### config.mk
export PLATFORM = sky130hd
export DESIGN_NAME = iocp_top
export DESIGN_NICKNAME = d
export VERILOG_FILES = /design/src/rtl/iocp_sync.v /design/src/rtl/iocp_div.v /design/src/rtl/iocp_top.v
export VERILOG_INCLUDE_DIRS = /design/src /design/src/rtl
export SDC_FILE = /design/constraint.sdc
export NUM_CORES = 1
export LEC_CHECK = 0
export ABC_CLOCK_PERIOD_IN_PS = 6300
export BUFFER_PORTS_ARGS = -buffer_cell sky130_fd_sc_hd__buf_4
export CORE_MARGIN = 1.5
export CORE_UTILIZATION = 35
export DETAILED_ROUTE_END_ITERATION = 7
export PLACE_DENSITY = 0.61
export SETUP_SLACK_MARGIN = 0.4
export SYNTH_ARGS = -nofsm -noshare
export SYNTH_HDL_FRONTEND = slang
export SYNTH_SLANG_ARGS = --single-unit
export TNS_END_PERCENT = 50
### constraint.sdc
create_clock -name CLK -period 6.3 [get_ports CLK]
set_clock_uncertainty 0.1 [all_clocks]
set_input_delay 1.89 -clock CLK [delete_from_list [all_inputs] [get_ports CLK]]
set_output_delay 1.89 -clock CLK [all_outputs]
set_load 0.02 [all_outputs]
### src/rtl/iocp_regs.vh
// register map and field layout of the io counter prescaler
// assumes byte addressing on the register bus, one 32-bit word per register
`ifndef IOCP_REGS_VH
`define IOCP_REGS_VH

// ----------------------------------------------------------------------
// register indices and byte addresses
// ----------------------------------------------------------------------
`define IOCP_PSC_IDX      24'h306816
`define IOCP_CFG_IDX      24'h306817
`define IOCP_STS_IDX      24'h306818
`define IOCP_TCNT_IDX     24'h306819
`define IOCP_PSC_ADDR     {`IOCP_PSC_IDX, 2'b00}
`define IOCP_CFG_ADDR     {`IOCP_CFG_IDX, 2'b00}
`define IOCP_STS_ADDR     {`IOCP_STS_IDX, 2'b00}
`define IOCP_TCNT_ADDR    {`IOCP_TCNT_IDX, 2'b00}

// ----------------------------------------------------------------------
// prescaler_status_control fields and reset
// ----------------------------------------------------------------------
`define IOCP_RUN_BIT      15
`define IOCP_FRZ_BIT      14
`define IOCP_MOD_MSB      3
`define IOCP_MOD_LSB      0
`define IOCP_PSC_RST      16'h0000

// ----------------------------------------------------------------------
// module_configuration_register fields, status fields
// ----------------------------------------------------------------------
`define IOCP_STOP_BIT     0
`define IOCP_FEN_BIT      1
`define IOCP_CFG_RST      2'h0
`define IOCP_STS_FRZ_BIT  8
`define IOCP_STS_CNT_BIT  9
`define IOCP_TCNT_RST     16'h0000

// ----------------------------------------------------------------------
// modulus codes and counter values
// ----------------------------------------------------------------------
`define IOCP_MOD_CODE_16  4'h0
`define IOCP_MOD_CODE_OFF 4'h1
`define IOCP_DIV_MAX      5'h10
`define IOCP_CNT_ONE      5'h01

// ----------------------------------------------------------------------
// avalon responses
// ----------------------------------------------------------------------
`define IOCP_RESP_OKAY    2'h0
`define IOCP_RESP_DECERR  2'h3

`endif

### src/rtl/iocp_sync.v
// two-stage synchroniser for a level arriving from outside the clock domain
// assumes the level is stable for more than one clock period
`timescale 1ns/1ns

module iocp_sync (
  // clock and reset
  input  wire clk,
  input  wire rst_n,
  // level
  input  wire async_in,
  output reg  sync_out
);

  reg meta_q;

  // ----------------------------------------------------------------------
  // two flops, first one read only by the second
  // ----------------------------------------------------------------------
  always @(posedge clk) begin
    if (!rst_n) begin
      meta_q   <= 1'b0;
      sync_out <= 1'b0;
    end else begin
      meta_q   <= async_in;
      sync_out <= meta_q;
    end
  end

endmodule

### src/rtl/iocp_div.v
// prescaler down-counter: divides the bus clock by the decoded modulus
// assumes run, frozen and modulus_code come from flops on the same clock
`timescale 1ns/1ns
`include "iocp_regs.vh"

module iocp_div (
  // clock and reset
  input  wire       clk,
  input  wire       rst_n,
  // control
  input  wire       run,
  input  wire       frozen,
  input  wire [3:0] modulus_code,
  // result
  output reg        tick,
  output reg  [4:0] count,
  output reg  [3:0] active_code
);

  reg running_q;

  // ----------------------------------------------------------------------
  // modulus decode
  // ----------------------------------------------------------------------
  function [4:0] decode_mod;
    input [3:0] code;
    begin
      if (code == `IOCP_MOD_CODE_16)
        decode_mod = `IOCP_DIV_MAX;                 // [RQ12]
      else
        decode_mod = {1'b0, code};                  // [RQ12] [RQ13]
    end
  endfunction

  // ----------------------------------------------------------------------
  // counter
  // ----------------------------------------------------------------------
  always @(posedge clk) begin
    if (!rst_n) begin
      count       <= `IOCP_DIV_MAX;
      active_code <= `IOCP_MOD_CODE_16;
      tick        <= 1'b0;
      running_q   <= 1'b0;
    end else if (!run) begin
      // disabled: new modulus loads at once
      count       <= decode_mod(modulus_code);      // [RQ4] [RQ11]
      active_code <= modulus_code;
      tick        <= 1'b0;
      running_q   <= 1'b0;
    end else if (!running_q) begin
      // first running cycle: a modulus written together with run must win
      count       <= decode_mod(modulus_code);      // [RQ11]
      active_code <= modulus_code;
      tick        <= 1'b0;
      running_q   <= 1'b1;
    end else if (frozen) begin
      // hold the count, resume later without reload
      tick        <= 1'b0;                          // [RQ7] [RQ8]
    end else if (count == `IOCP_CNT_ONE) begin
      count       <= decode_mod(modulus_code);      // [RQ2] [RQ11]
      active_code <= modulus_code;
      tick        <= (active_code != `IOCP_MOD_CODE_OFF); // [RQ12]
    end else begin
      count       <= count - `IOCP_CNT_ONE;         // [RQ3]
      tick        <= 1'b0;
    end
  end

endmodule

### src/rtl/iocp_top.v
// io counter prescaler: common counter tick for all timer submodules
// assumes an avalon-mm master on CLK and a freeze level from another domain
//
// Functional notes
// RQ1 - one divided tick, identical copy delivered to every timer submodule
// RQ2 - counter reloads the modulus on each overflow; rate is clock/modulus
// RQ3 - every division factor from 2 to 16 is available
// RQ4 - counter runs only while run_enable is set
// RQ5 - reset clears run_enable and freeze_honor
// RQ6 - freeze_honor set and freeze line active freezes the counter
// RQ7 - frozen counter holds its count and makes no ticks
// RQ8 - after freeze ends the counter resumes from the held count
// RQ9 - freeze line is stop, or freeze enable with bus freeze
// RQ10 - divide_modulus is 4-bit field in bits 12 to 15; 2 to 11 reserved (code: field in bits 0 to 3, bits 4 to 13 reserved)
// RQ11 - new modulus takes effect at count one, or at once when disabled
// RQ12 - code 0 divides by 16, 1 gives no tick, 2 and 3 divide accordingly
// RQ13 - codes 4 to 15 divide by their binary value
//
// Decided for this implementation: the Avalon-MM register port.
`timescale 1ns/1ns
`include "iocp_regs.vh"

module iocp_top #(
  parameter NUM_SUB = 8
) (
  // clock and reset
  input  wire               CLK,
  input  wire               RSTN,
  // avalon-mm slave
  input  wire [25:0]        AVS_ADDRESS,
  input  wire               AVS_READ,
  input  wire               AVS_WRITE,
  input  wire [31:0]        AVS_WRITEDATA,
  input  wire [3:0]         AVS_BYTEENABLE,
  output reg  [31:0]        AVS_READDATA,
  output reg  [1:0]         AVS_RESPONSE,
  output reg                AVS_WAITREQUEST,
  // subsystem internal bus freeze
  input  wire               BUS_FREEZE,
  // counter tick to the timer submodules, and the freeze line
  output reg  [NUM_SUB-1:0] COUNTER_TICK,
  output reg                FREEZE_ACTIVE
);

  // ----------------------------------------------------------------------
  // declarations
  // ----------------------------------------------------------------------
  reg         run_enable_q;
  reg         run_enable_d;
  reg         freeze_honor_q;
  reg         freeze_honor_d;
  reg  [3:0]  divide_modulus_q;
  reg  [3:0]  divide_modulus_d;
  reg         stop_q;
  reg         stop_d;
  reg         freeze_en_q;
  reg         freeze_en_d;
  reg  [15:0] tick_cnt_q;
  reg  [15:0] tick_cnt_d;
  reg         counter_frozen_q;
  reg  [31:0] rdata_d;
  reg  [1:0]  resp_d;
  wire        bus_freeze_s;
  wire        div_tick;
  wire [4:0]  div_count;
  wire [3:0]  div_code;
  wire        req;
  wire        acc;
  wire        wr_acc;
  wire        hit_psc;
  wire        hit_cfg;
  wire        hit_sts;
  wire        hit_tcnt;
  wire        hit_any;
  wire [15:0] psc_word;
  wire [15:0] cfg_word;
  wire [15:0] sts_word;
  wire        clear_tcnt;

  // reset words held at full width so single fields can be picked out
  localparam [15:0] PSC_RST = `IOCP_PSC_RST;
  localparam [1:0]  CFG_RST = `IOCP_CFG_RST;

  // ----------------------------------------------------------------------
  // bus freeze synchroniser
  // ----------------------------------------------------------------------
  iocp_sync u_sync (
    .clk      (CLK),
    .rst_n    (RSTN),
    .async_in (BUS_FREEZE),
    .sync_out (bus_freeze_s)
  );

  // ----------------------------------------------------------------------
  // avalon handshake
  // ----------------------------------------------------------------------
  // one wait cycle: waitrequest drops for exactly one cycle per request
  assign req    = AVS_READ | AVS_WRITE;
  assign acc    = req & AVS_WAITREQUEST;
  assign wr_acc = AVS_WRITE & ~AVS_WAITREQUEST;

  assign hit_psc  = (AVS_ADDRESS == `IOCP_PSC_ADDR);
  assign hit_cfg  = (AVS_ADDRESS == `IOCP_CFG_ADDR);
  assign hit_sts  = (AVS_ADDRESS == `IOCP_STS_ADDR);
  assign hit_tcnt = (AVS_ADDRESS == `IOCP_TCNT_ADDR);
  assign hit_any  = hit_psc | hit_cfg | hit_sts | hit_tcnt;

  always @(posedge CLK) begin
    if (!RSTN) begin
      AVS_WAITREQUEST <= 1'b1;
      AVS_READDATA    <= 32'h00000000;
      AVS_RESPONSE    <= `IOCP_RESP_OKAY;
    end else begin
      AVS_WAITREQUEST <= ~acc;
      if (acc) begin
        AVS_READDATA <= rdata_d;
        AVS_RESPONSE <= resp_d;
      end
    end
  end

  // ----------------------------------------------------------------------
  // read mux
  // ----------------------------------------------------------------------
  // reserved bits 4..13 of the control word read as zero
  assign psc_word = {run_enable_q, freeze_honor_q, 10'h000, divide_modulus_q}; // [RQ10]
  assign cfg_word = {14'h0000, freeze_en_q, stop_q};
  assign sts_word = {div_code, 2'h0,
                     run_enable_q & ~counter_frozen_q, counter_frozen_q,
                     3'h0, div_count};

  always @* begin
    rdata_d = 32'h00000000;
    resp_d  = `IOCP_RESP_OKAY;
    if (AVS_READ) begin
      if (hit_psc)
        rdata_d = {16'h0000, psc_word};
      else if (hit_cfg)
        rdata_d = {16'h0000, cfg_word};
      else if (hit_sts)
        rdata_d = {16'h0000, sts_word};
      else if (hit_tcnt)
        rdata_d = {16'h0000, tick_cnt_q};
    end
    if (!hit_any)
      resp_d = `IOCP_RESP_DECERR;
  end

  // ----------------------------------------------------------------------
  // register writes
  // ----------------------------------------------------------------------
  always @* begin
    run_enable_d     = run_enable_q;
    freeze_honor_d   = freeze_honor_q;
    divide_modulus_d = divide_modulus_q;
    stop_d           = stop_q;
    freeze_en_d      = freeze_en_q;
    if (wr_acc && hit_psc) begin
      if (AVS_BYTEENABLE[0])
        divide_modulus_d = AVS_WRITEDATA[`IOCP_MOD_MSB:`IOCP_MOD_LSB]; // [RQ10]
      if (AVS_BYTEENABLE[1]) begin
        run_enable_d   = AVS_WRITEDATA[`IOCP_RUN_BIT];   // [RQ4]
        freeze_honor_d = AVS_WRITEDATA[`IOCP_FRZ_BIT];   // [RQ6]
      end
    end
    if (wr_acc && hit_cfg && AVS_BYTEENABLE[0]) begin
      stop_d      = AVS_WRITEDATA[`IOCP_STOP_BIT];
      freeze_en_d = AVS_WRITEDATA[`IOCP_FEN_BIT];
    end
  end

  always @(posedge CLK) begin
    if (!RSTN) begin
      run_enable_q     <= PSC_RST[`IOCP_RUN_BIT];  // [RQ5]
      freeze_honor_q   <= PSC_RST[`IOCP_FRZ_BIT];  // [RQ5]
      divide_modulus_q <= PSC_RST[`IOCP_MOD_MSB:`IOCP_MOD_LSB];
      stop_q           <= CFG_RST[`IOCP_STOP_BIT];
      freeze_en_q      <= CFG_RST[`IOCP_FEN_BIT];
    end else begin
      run_enable_q     <= run_enable_d;
      freeze_honor_q   <= freeze_honor_d;
      divide_modulus_q <= divide_modulus_d;
      stop_q           <= stop_d;
      freeze_en_q      <= freeze_en_d;
    end
  end

  // ----------------------------------------------------------------------
  // freeze
  // ----------------------------------------------------------------------
  always @(posedge CLK) begin
    if (!RSTN) begin
      counter_frozen_q <= 1'b0;
      FREEZE_ACTIVE    <= 1'b0;
    end else begin
      counter_frozen_q <= freeze_honor_q & (stop_q | (freeze_en_q & bus_freeze_s)); // [RQ6]
      FREEZE_ACTIVE    <= stop_q | (freeze_en_q & bus_freeze_s);       // [RQ9]
    end
  end

  // ----------------------------------------------------------------------
  // divider
  // ----------------------------------------------------------------------
  iocp_div u_div (
    .clk          (CLK),
    .rst_n        (RSTN),
    .run          (run_enable_q),
    .frozen       (counter_frozen_q),   // [RQ7]
    .modulus_code (divide_modulus_q),
    .tick         (div_tick),
    .count        (div_count),
    .active_code  (div_code)
  );

  // ----------------------------------------------------------------------
  // tick counter, cleared by a write to its own register; a tick in that cycle still counts
  // ----------------------------------------------------------------------
  assign clear_tcnt = wr_acc & hit_tcnt;

  always @* begin
    tick_cnt_d = tick_cnt_q;
    if (clear_tcnt)
      tick_cnt_d = `IOCP_TCNT_RST;
    if (div_tick)
      tick_cnt_d = (clear_tcnt ? `IOCP_TCNT_RST : tick_cnt_q) + 16'h0001;
  end

  always @(posedge CLK) begin
    if (!RSTN)
      tick_cnt_q <= `IOCP_TCNT_RST;
    else
      tick_cnt_q <= tick_cnt_d;
  end

  // ----------------------------------------------------------------------
  // tick fan-out: one flop per submodule keeps the copies identical
  // ----------------------------------------------------------------------
  genvar g;
  generate
    for (g = 0; g < NUM_SUB; g = g + 1) begin : g_tick
      always @(posedge CLK) begin
        if (!RSTN)
          COUNTER_TICK[g] <= 1'b0;
        else
          COUNTER_TICK[g] <= div_tick;  // [RQ1]
      end
    end
  endgenerate

endmodule

* Word level (Yosys, flattened, before mapping) *
Cells that the tools add are included.

cells by class
  add/subtract/negate cells = 2
  equal/unequal tests = 8
  muxes and demuxes = 18
  bitwise operators = 18
  reductions and logical operators = 8

operator list
  operator                                                                 number
  16-bit 2-to-1 mux                                                        7
  26-bit by 24-bit equality test with 1-bit output, second input constant  4
  5-bit 2-to-1 mux                                                         5
  16-bit by 1-bit adder with 16-bit output, second input constant          1
  4-bit 2-to-1 mux                                                         4
  1-bit NOT                                                                7
  1-bit bitwise AND                                                        6
  3-bit inequality test, second input constant                             2
  2-bit AND reduction                                                      3
  5-bit by 1-bit equality test with 1-bit output, second input constant    1
  1-bit OR                                                                 5
  5-bit OR reduction                                                       1
  5-bit by 1-bit subtractor with 5-bit output, second input constant       1
  4-bit logical NOT                                                        1
  4-bit by 1-bit inequality test with 1-bit output, second input constant  1
  1-bit logical AND                                                        3
  2-bit 2-to-1 mux                                                         1
  1-bit 2-to-1 mux                                                         1

storage, ports and cells
  register bits = 75
  output and inout port bits = 44

* Logic depth before layout (Yosys ltp) *
  word-level depth = 6
  gate-level depth with buffers = 6
  mapped depth without buffers = 6

* Modules after synthesis *
From an unflattened synthesis, not the netlist that was laid out.

second synthesis, totals
  cells, all modules = 322
  area total of the unflattened synthesis = 2955.3 sq um

by module, submodules not included
  module     instances  cells an instance  area an instance (sq um)  sequential area each (sq um)
  iocp_top   1          250                2334.7                    900.9
  iocp_div   1          68                 568.0                     220.2
  iocp_sync  1          4                  52.6                      40.0

* Least setup slack after synthesis *
Ideal clock, no wire load.

  path kind = in2reg
  start = input AVS_ADDRESS[10]
  end = register tick_cnt_q[0]
  arrival time = 3484 ps
  data required time = 6079 ps
  path slack = 2595 ps
  stages on the path = 6
  buffers on the path = 2
  cell sequence = or4b_1 -> buf_2 -> or2_4 -> buf_6 -> o31ai_1 -> mux2_2

on the way
  longest elaborated chain between the ends = 5

RTL lines
  item                                                          line            text
  start, declared                                               iocp_top.v:30   input wire [25:0] AVS_ADDRESS,
  26-bit by 24-bit equality test with 1-bit output (no line) *  -
  1-bit bitwise AND *                                           iocp_top.v:218  assign clear_tcnt = wr_acc & hit_tcnt;
  16-bit 2-to-1 mux *                                           -
  16-bit by 1-bit adder with 16-bit output                      iocp_top.v:225  tick_cnt_d = (clear_tcnt ? `IOCP_TCNT_RST : tick_cnt_q) + 16'h0001;
  16-bit 2-to-1 mux *                                           iocp_top.v:224  if (div_tick)
  end signal, assigned                                          iocp_top.v:230  tick_cnt_q <= `IOCP_TCNT_RST;
  end signal, assigned                                          iocp_top.v:232  tick_cnt_q <= tick_cnt_d;
  end, declared                                                 iocp_top.v:58   reg [15:0] tick_cnt_q;

Mark *: on every way between the ends. The rest lies on a longest branch, timed or not.
A chain may end at the register's enable or synchronous reset.

* Worst setup path in the final report *
  start = input AVS_ADDRESS[11]
  end = register tick_cnt_q[8]

The elaborated chain is that of the path after synthesis.

==> results <==
- Cells fill 45.12% of the core in the end.
- Measured along the y axis, the die boundary spans 93.62 µm.
- In this run, synthesis inferred 0 flip-flops with an integrated enable.
- The count of unresolved DRC violations after routing is 0.
- The peak fanout along the critical path is 15.
- The post-CTS resize count is 0.
- The flip-flop cell with the highest count after synthesis is sky130_fd_sc_hd__dfxtp_1.
- Dividing the final minimum period by the clock period gives 66.18%.
- The width of the die is 93.62 µm.
- Clock-pin slew was measured on the worst setup and hold paths at ~0.07 ns.
- The total count of hold-check failures in the final report came to 0.
- Of all cell types, the one taking the most synthesized area is sky130_fd_sc_hd__dfxtp_1.
- The filler cells instantiated in the layout total 817.
- For this block, wires on met1 add up to 3158 µm.
- Counting every sink on the clock net gives 58.
- Counting cells, the worst reg-to-reg path comes to 4.
- The number of unique standard cell types used by synthesis is 56.
- The kind of end point of the critical path is a flip-flop.
- In this run the remaining antenna-violating nets after routing total 0.
- Detailed routing inserted a total of 2525 vias.
- The detailed router finished its first iteration with around 150 violations.
- The kind of start point of the critical path is an input pin.
- The clock tree from TritonCTS is built.
- The worst-case IR drop observed on VDD is 0.1050 mV.
- The first global-routing pass estimated between 10000 and 15000 µm of wire.
- Entering global routing, the biggest net connects 21 pins.
- The worst path in the final design needs a cycle of approximately 4.2 ns, including I/O delays and setup.
- The clock reaches the later pin of the worst-skew pair after ~0.34 ns.
- Signal routing reaches up to met4.
- By area, the combinational part of the netlist is dominated by simple AND/OR/NAND/NOR gates.
- The global-route usage over all layers is 16.62%.
- The cell area after synthesis is 2874 µm².
- The classification of the worst setup path is in -> reg.
- The half-perimeter wire length after detailed placement is approximately 5000 µm.
- The number of antenna violations at the first check in global routing is 0.
- The met3 layer wire length in the routed design is around 380 µm.
- Synthesis handed over a netlist of about 320 instances.
- The portion of synthesized cell area occupied by the leading cell type is between 40 and 50%.
- 0 antenna diodes ended up in the layout.
- In the routed layout, each cell is associated on average with a via count of 5.239.
- The path type of the worst min-delay path is reg -> reg.
- The reg-to-reg critical path startpoint is u_div.count[0]$_SDFFE_PN0P_.
- The number of endpoints failing setup at the final stage is 0.
- The capturing point of the worst reg2reg path is u_div.count[2]$_SDFFE_PN0P_.
- The Yosys step of the flow raised 0 warnings.
- Data arrives at the worst endpoint at 4.25 ns.
- Counting flops with an async set or reset pin after synthesis yields a share of 0%.
- Max-cap violations in this run came to 0.
- The synthesized netlist devotes 3.962% of its cell area to XOR and XNOR gates.
- Of the total synthesized cell area, the portion taken by AND, OR, NAND and NOR gates is 23.90%.
- The number of hold buffers added after cts is 0.
- At the pin with the least slew margin, the transition time is about 1.1 ns.
- In the final timing run, aggregate negative setup slack is 0 ns.
- Counting the buffers created by CTS gives 9.
- The die covers 8764 µm².
- The register bit total from synthesis is 58.
- The max-slew violation count is 0.
- The floorplan has 32 rows.
- The setup check on the worst reg-to-reg path leaves a slack of 3.65 ns.
- In the post-synthesis netlist, the biggest area contributors are sky130_fd_sc_hd__dfxtp_1 (40%), sky130_fd_sc_hd__buf_4 (6.3%), sky130_fd_sc_hd__mux2i_1 (5.2%).
- The root buffer cell chosen for the clock tree is sky130_fd_sc_hd__clkbuf_8.
- In this run the tightest slew margin relative to its limit is 24.07%.
- The total overflow left after global routing is 0.
- Setup repair after global routing left no endpoint under its margin.
- Before CTS, the worst setup slack after placement is 1.780 ns.
- The effective utilization at floorplan is 36.62%.
- The CTS H-tree depth is 3.
- The hold path startpoint is u_sync.meta_q$_SDFF_PN0_.
- The routed wire length per instance is 14.36 µm.
- The multi-input gate area in the final layout is 1500 µm².
- The area inside the core boundary is 7848 µm².
- The run finished with clean final reports.
- The net count reported at finish is 444.
- The cell depth of the worst min-delay path is 1.
- The sequential cells in the finished layout cover a total of 1161 µm².
- The post-detailed-routing wire length is 6922 µm.
- Summed over all nets, wire length on met2 after detailed routing comes to 3299 µm.
- The synthesized netlist devotes less than 1% of its cell area to adder and majority cells.
- The post-layout worst setup margin is 2.131 ns.
- Timing would allow up to 0.2399 GHz.
- The worst-case hold path end point is u_sync.sync_out$_SDFF_PN0_.
- The clock passes through at most 2 buffers.
- Once the clock tree was built, the setup fixing pass inserted 0 buffers.
- After synthesis, the share of cell area in mux cells is 5.616%.
- The average cell area after synthesis is 9.038 µm².
- For this design the static power due to leakage is ~1.3 nW.
- The post-route netlist has 26.32% of its cells at a drive strength greater than 1.
- The number of global-route vias before repair was 2342.
- The power per cell area is roughly 230 nW/µm².
- The number of primary I/O pins is 111.
- Yosys instantiated no cell more often than sky130_fd_sc_hd__dfxtp_1.
- The sequential cell area fraction in the yosys report is 40.40%.
- The compound-gate portion of the synthesized area is 15.76%.
- After synthesis, the most frequently instantiated cells are sky130_fd_sc_hd__dfxtp_1 (58), sky130_fd_sc_hd__nor2_1 (26), sky130_fd_sc_hd__buf_4 (24).
- The number of detailed-route iterations in the first pass is 4.
- Relative to the synthesized area, the layout overhead comes to 23.20%.
- The critical path required time is 6.38 ns.
- The count of buffers inserted at the top-level ports is 66.
- The routability-driven placement congestion ratio is 0.8188.
==> how the worst max path moves through the flow <==
| stage | slack [ns] | endpoint | depth (start not counted) | start |
|---|---|---|---|---|
| finish | 2.13 | tick_cnt_q[8]$_SDFF_PN0_ | 5 | AVS_ADDRESS[11] |
| global route | 1.83 | tick_cnt_q[8]$_SDFF_PN0_ | 5 | AVS_ADDRESS[11] |
| CTS | 2.12 | tick_cnt_q[8]$_SDFF_PN0_ | 5 | AVS_ADDRESS[11] |
| detailed placement | 1.78 | tick_cnt_q[10]$_SDFF_PN0_ | 5 | AVS_ADDRESS[11] |
| global placement | 1.85 | tick_cnt_q[6]$_SDFF_PN0_ | 5 | AVS_ADDRESS[11] |
| floorplan | 2.59 | tick_cnt_q[0]$_SDFF_PN0_ | 6 | AVS_ADDRESS[10] |
==> power breakdown <==
group | internal [mW] | switching [mW] | leakage [nW] | total, mW
clock | 0.232 | 0.153 | 0.109 | 0.385
combinational | 0.0233 | 0.0310 | 0.758 | 0.0544
sequential | 0.368 | 0.00150 | 0.468 | 0.370
total | 0.624 | 0.185 | 1.34 | 0.809
==> kinds of logic after synthesis <==
logic type      Yosys count
other cells               1
flops                    58
compound gates           66
simple gates            117
mux                      16
xor+xnor                 13
fa+ha+maj                 2
buf+inv                  45
==> cell usage in the layout, fill, tap and decap left out, types with 9 or more instances in the layout <==
cell type,instances
sky130_fd_sc_hd__nand3_1,14
sky130_fd_sc_hd__nor4_1,11
sky130_fd_sc_hd__clkbuf_8,10
sky130_fd_sc_hd__a21oi_1,15
sky130_fd_sc_hd__nand2_1,15
sky130_fd_sc_hd__nor3_1,9
sky130_fd_sc_hd__o21ai_0,17
sky130_fd_sc_hd__buf_4,66
sky130_fd_sc_hd__conb_1,16
sky130_fd_sc_hd__dfxtp_1,58
sky130_fd_sc_hd__xnor2_1,10
sky130_fd_sc_hd__mux2i_1,15
sky130_fd_sc_hd__nor2_1,26
==> final cells by class <==
type,count,area share (%)
Clock inverter,5,2.191
Multi-Input combinational cell,230,42.37
Tap cell,102,3.604
Sequential cell,58,32.79
Timing Repair Buffer,66,13.99
Clock buffer,11,3.993
Inverter,10,1.060
==> state kept, by name, summed over array words and instances, names as in the netlist <==
| register | flops |
|---|---|
| stop_q | 1 |
| divide_modulus_q | 4 |
| u_div.active_code | 4 |
| freeze_en_q | 1 |
| AVS_RESPONSE | 1 |
| counter_frozen_q | 1 |
| run_enable_q | 1 |
| u_div.running_q | 1 |
| freeze_honor_q | 1 |
| FREEZE_ACTIVE | 1 |
| AVS_WAITREQUEST | 1 |
| AVS_READDATA | 16 |
| COUNTER_TICK | 1 |
| u_div.count | 5 |
| u_div.tick | 1 |
| tick_cnt_q | 16 |
| u_sync.sync_out | 1 |
| u_sync.meta_q | 1 |
==> per-layer routing <==
layer,track usage [%],up-vias
met5,0,-
met4,7.463,0
met3,4.390,6
met2,26.39,88
met1,21.04,1179
li1,-,1252
==> through the flow <==
stage	hold slack [ns]	instance area, µm²	instances	total power, mW
final	0.3330	3541	482	0.8092
after global routing	0.3533	3541	482	0.8416
after CTS	0.3391	3541	482	0.8173
after detailed placement	0.3217	3322	466	0.4322
after global placement	0.3151	3322	466	0.4318
after floorplan	0.3119	2930	333	0.4142
==> worst max-delay path, stage by stage <==
cell                      delay [ns]
sky130_fd_sc_hd__buf_4          0.11
sky130_fd_sc_hd__nor4b_1        0.48
sky130_fd_sc_hd__nand4_1        0.57
sky130_fd_sc_hd__o31ai_2        1.07
sky130_fd_sc_hd__nor2_1         0.13
Power figures use the tool's default switching activity.
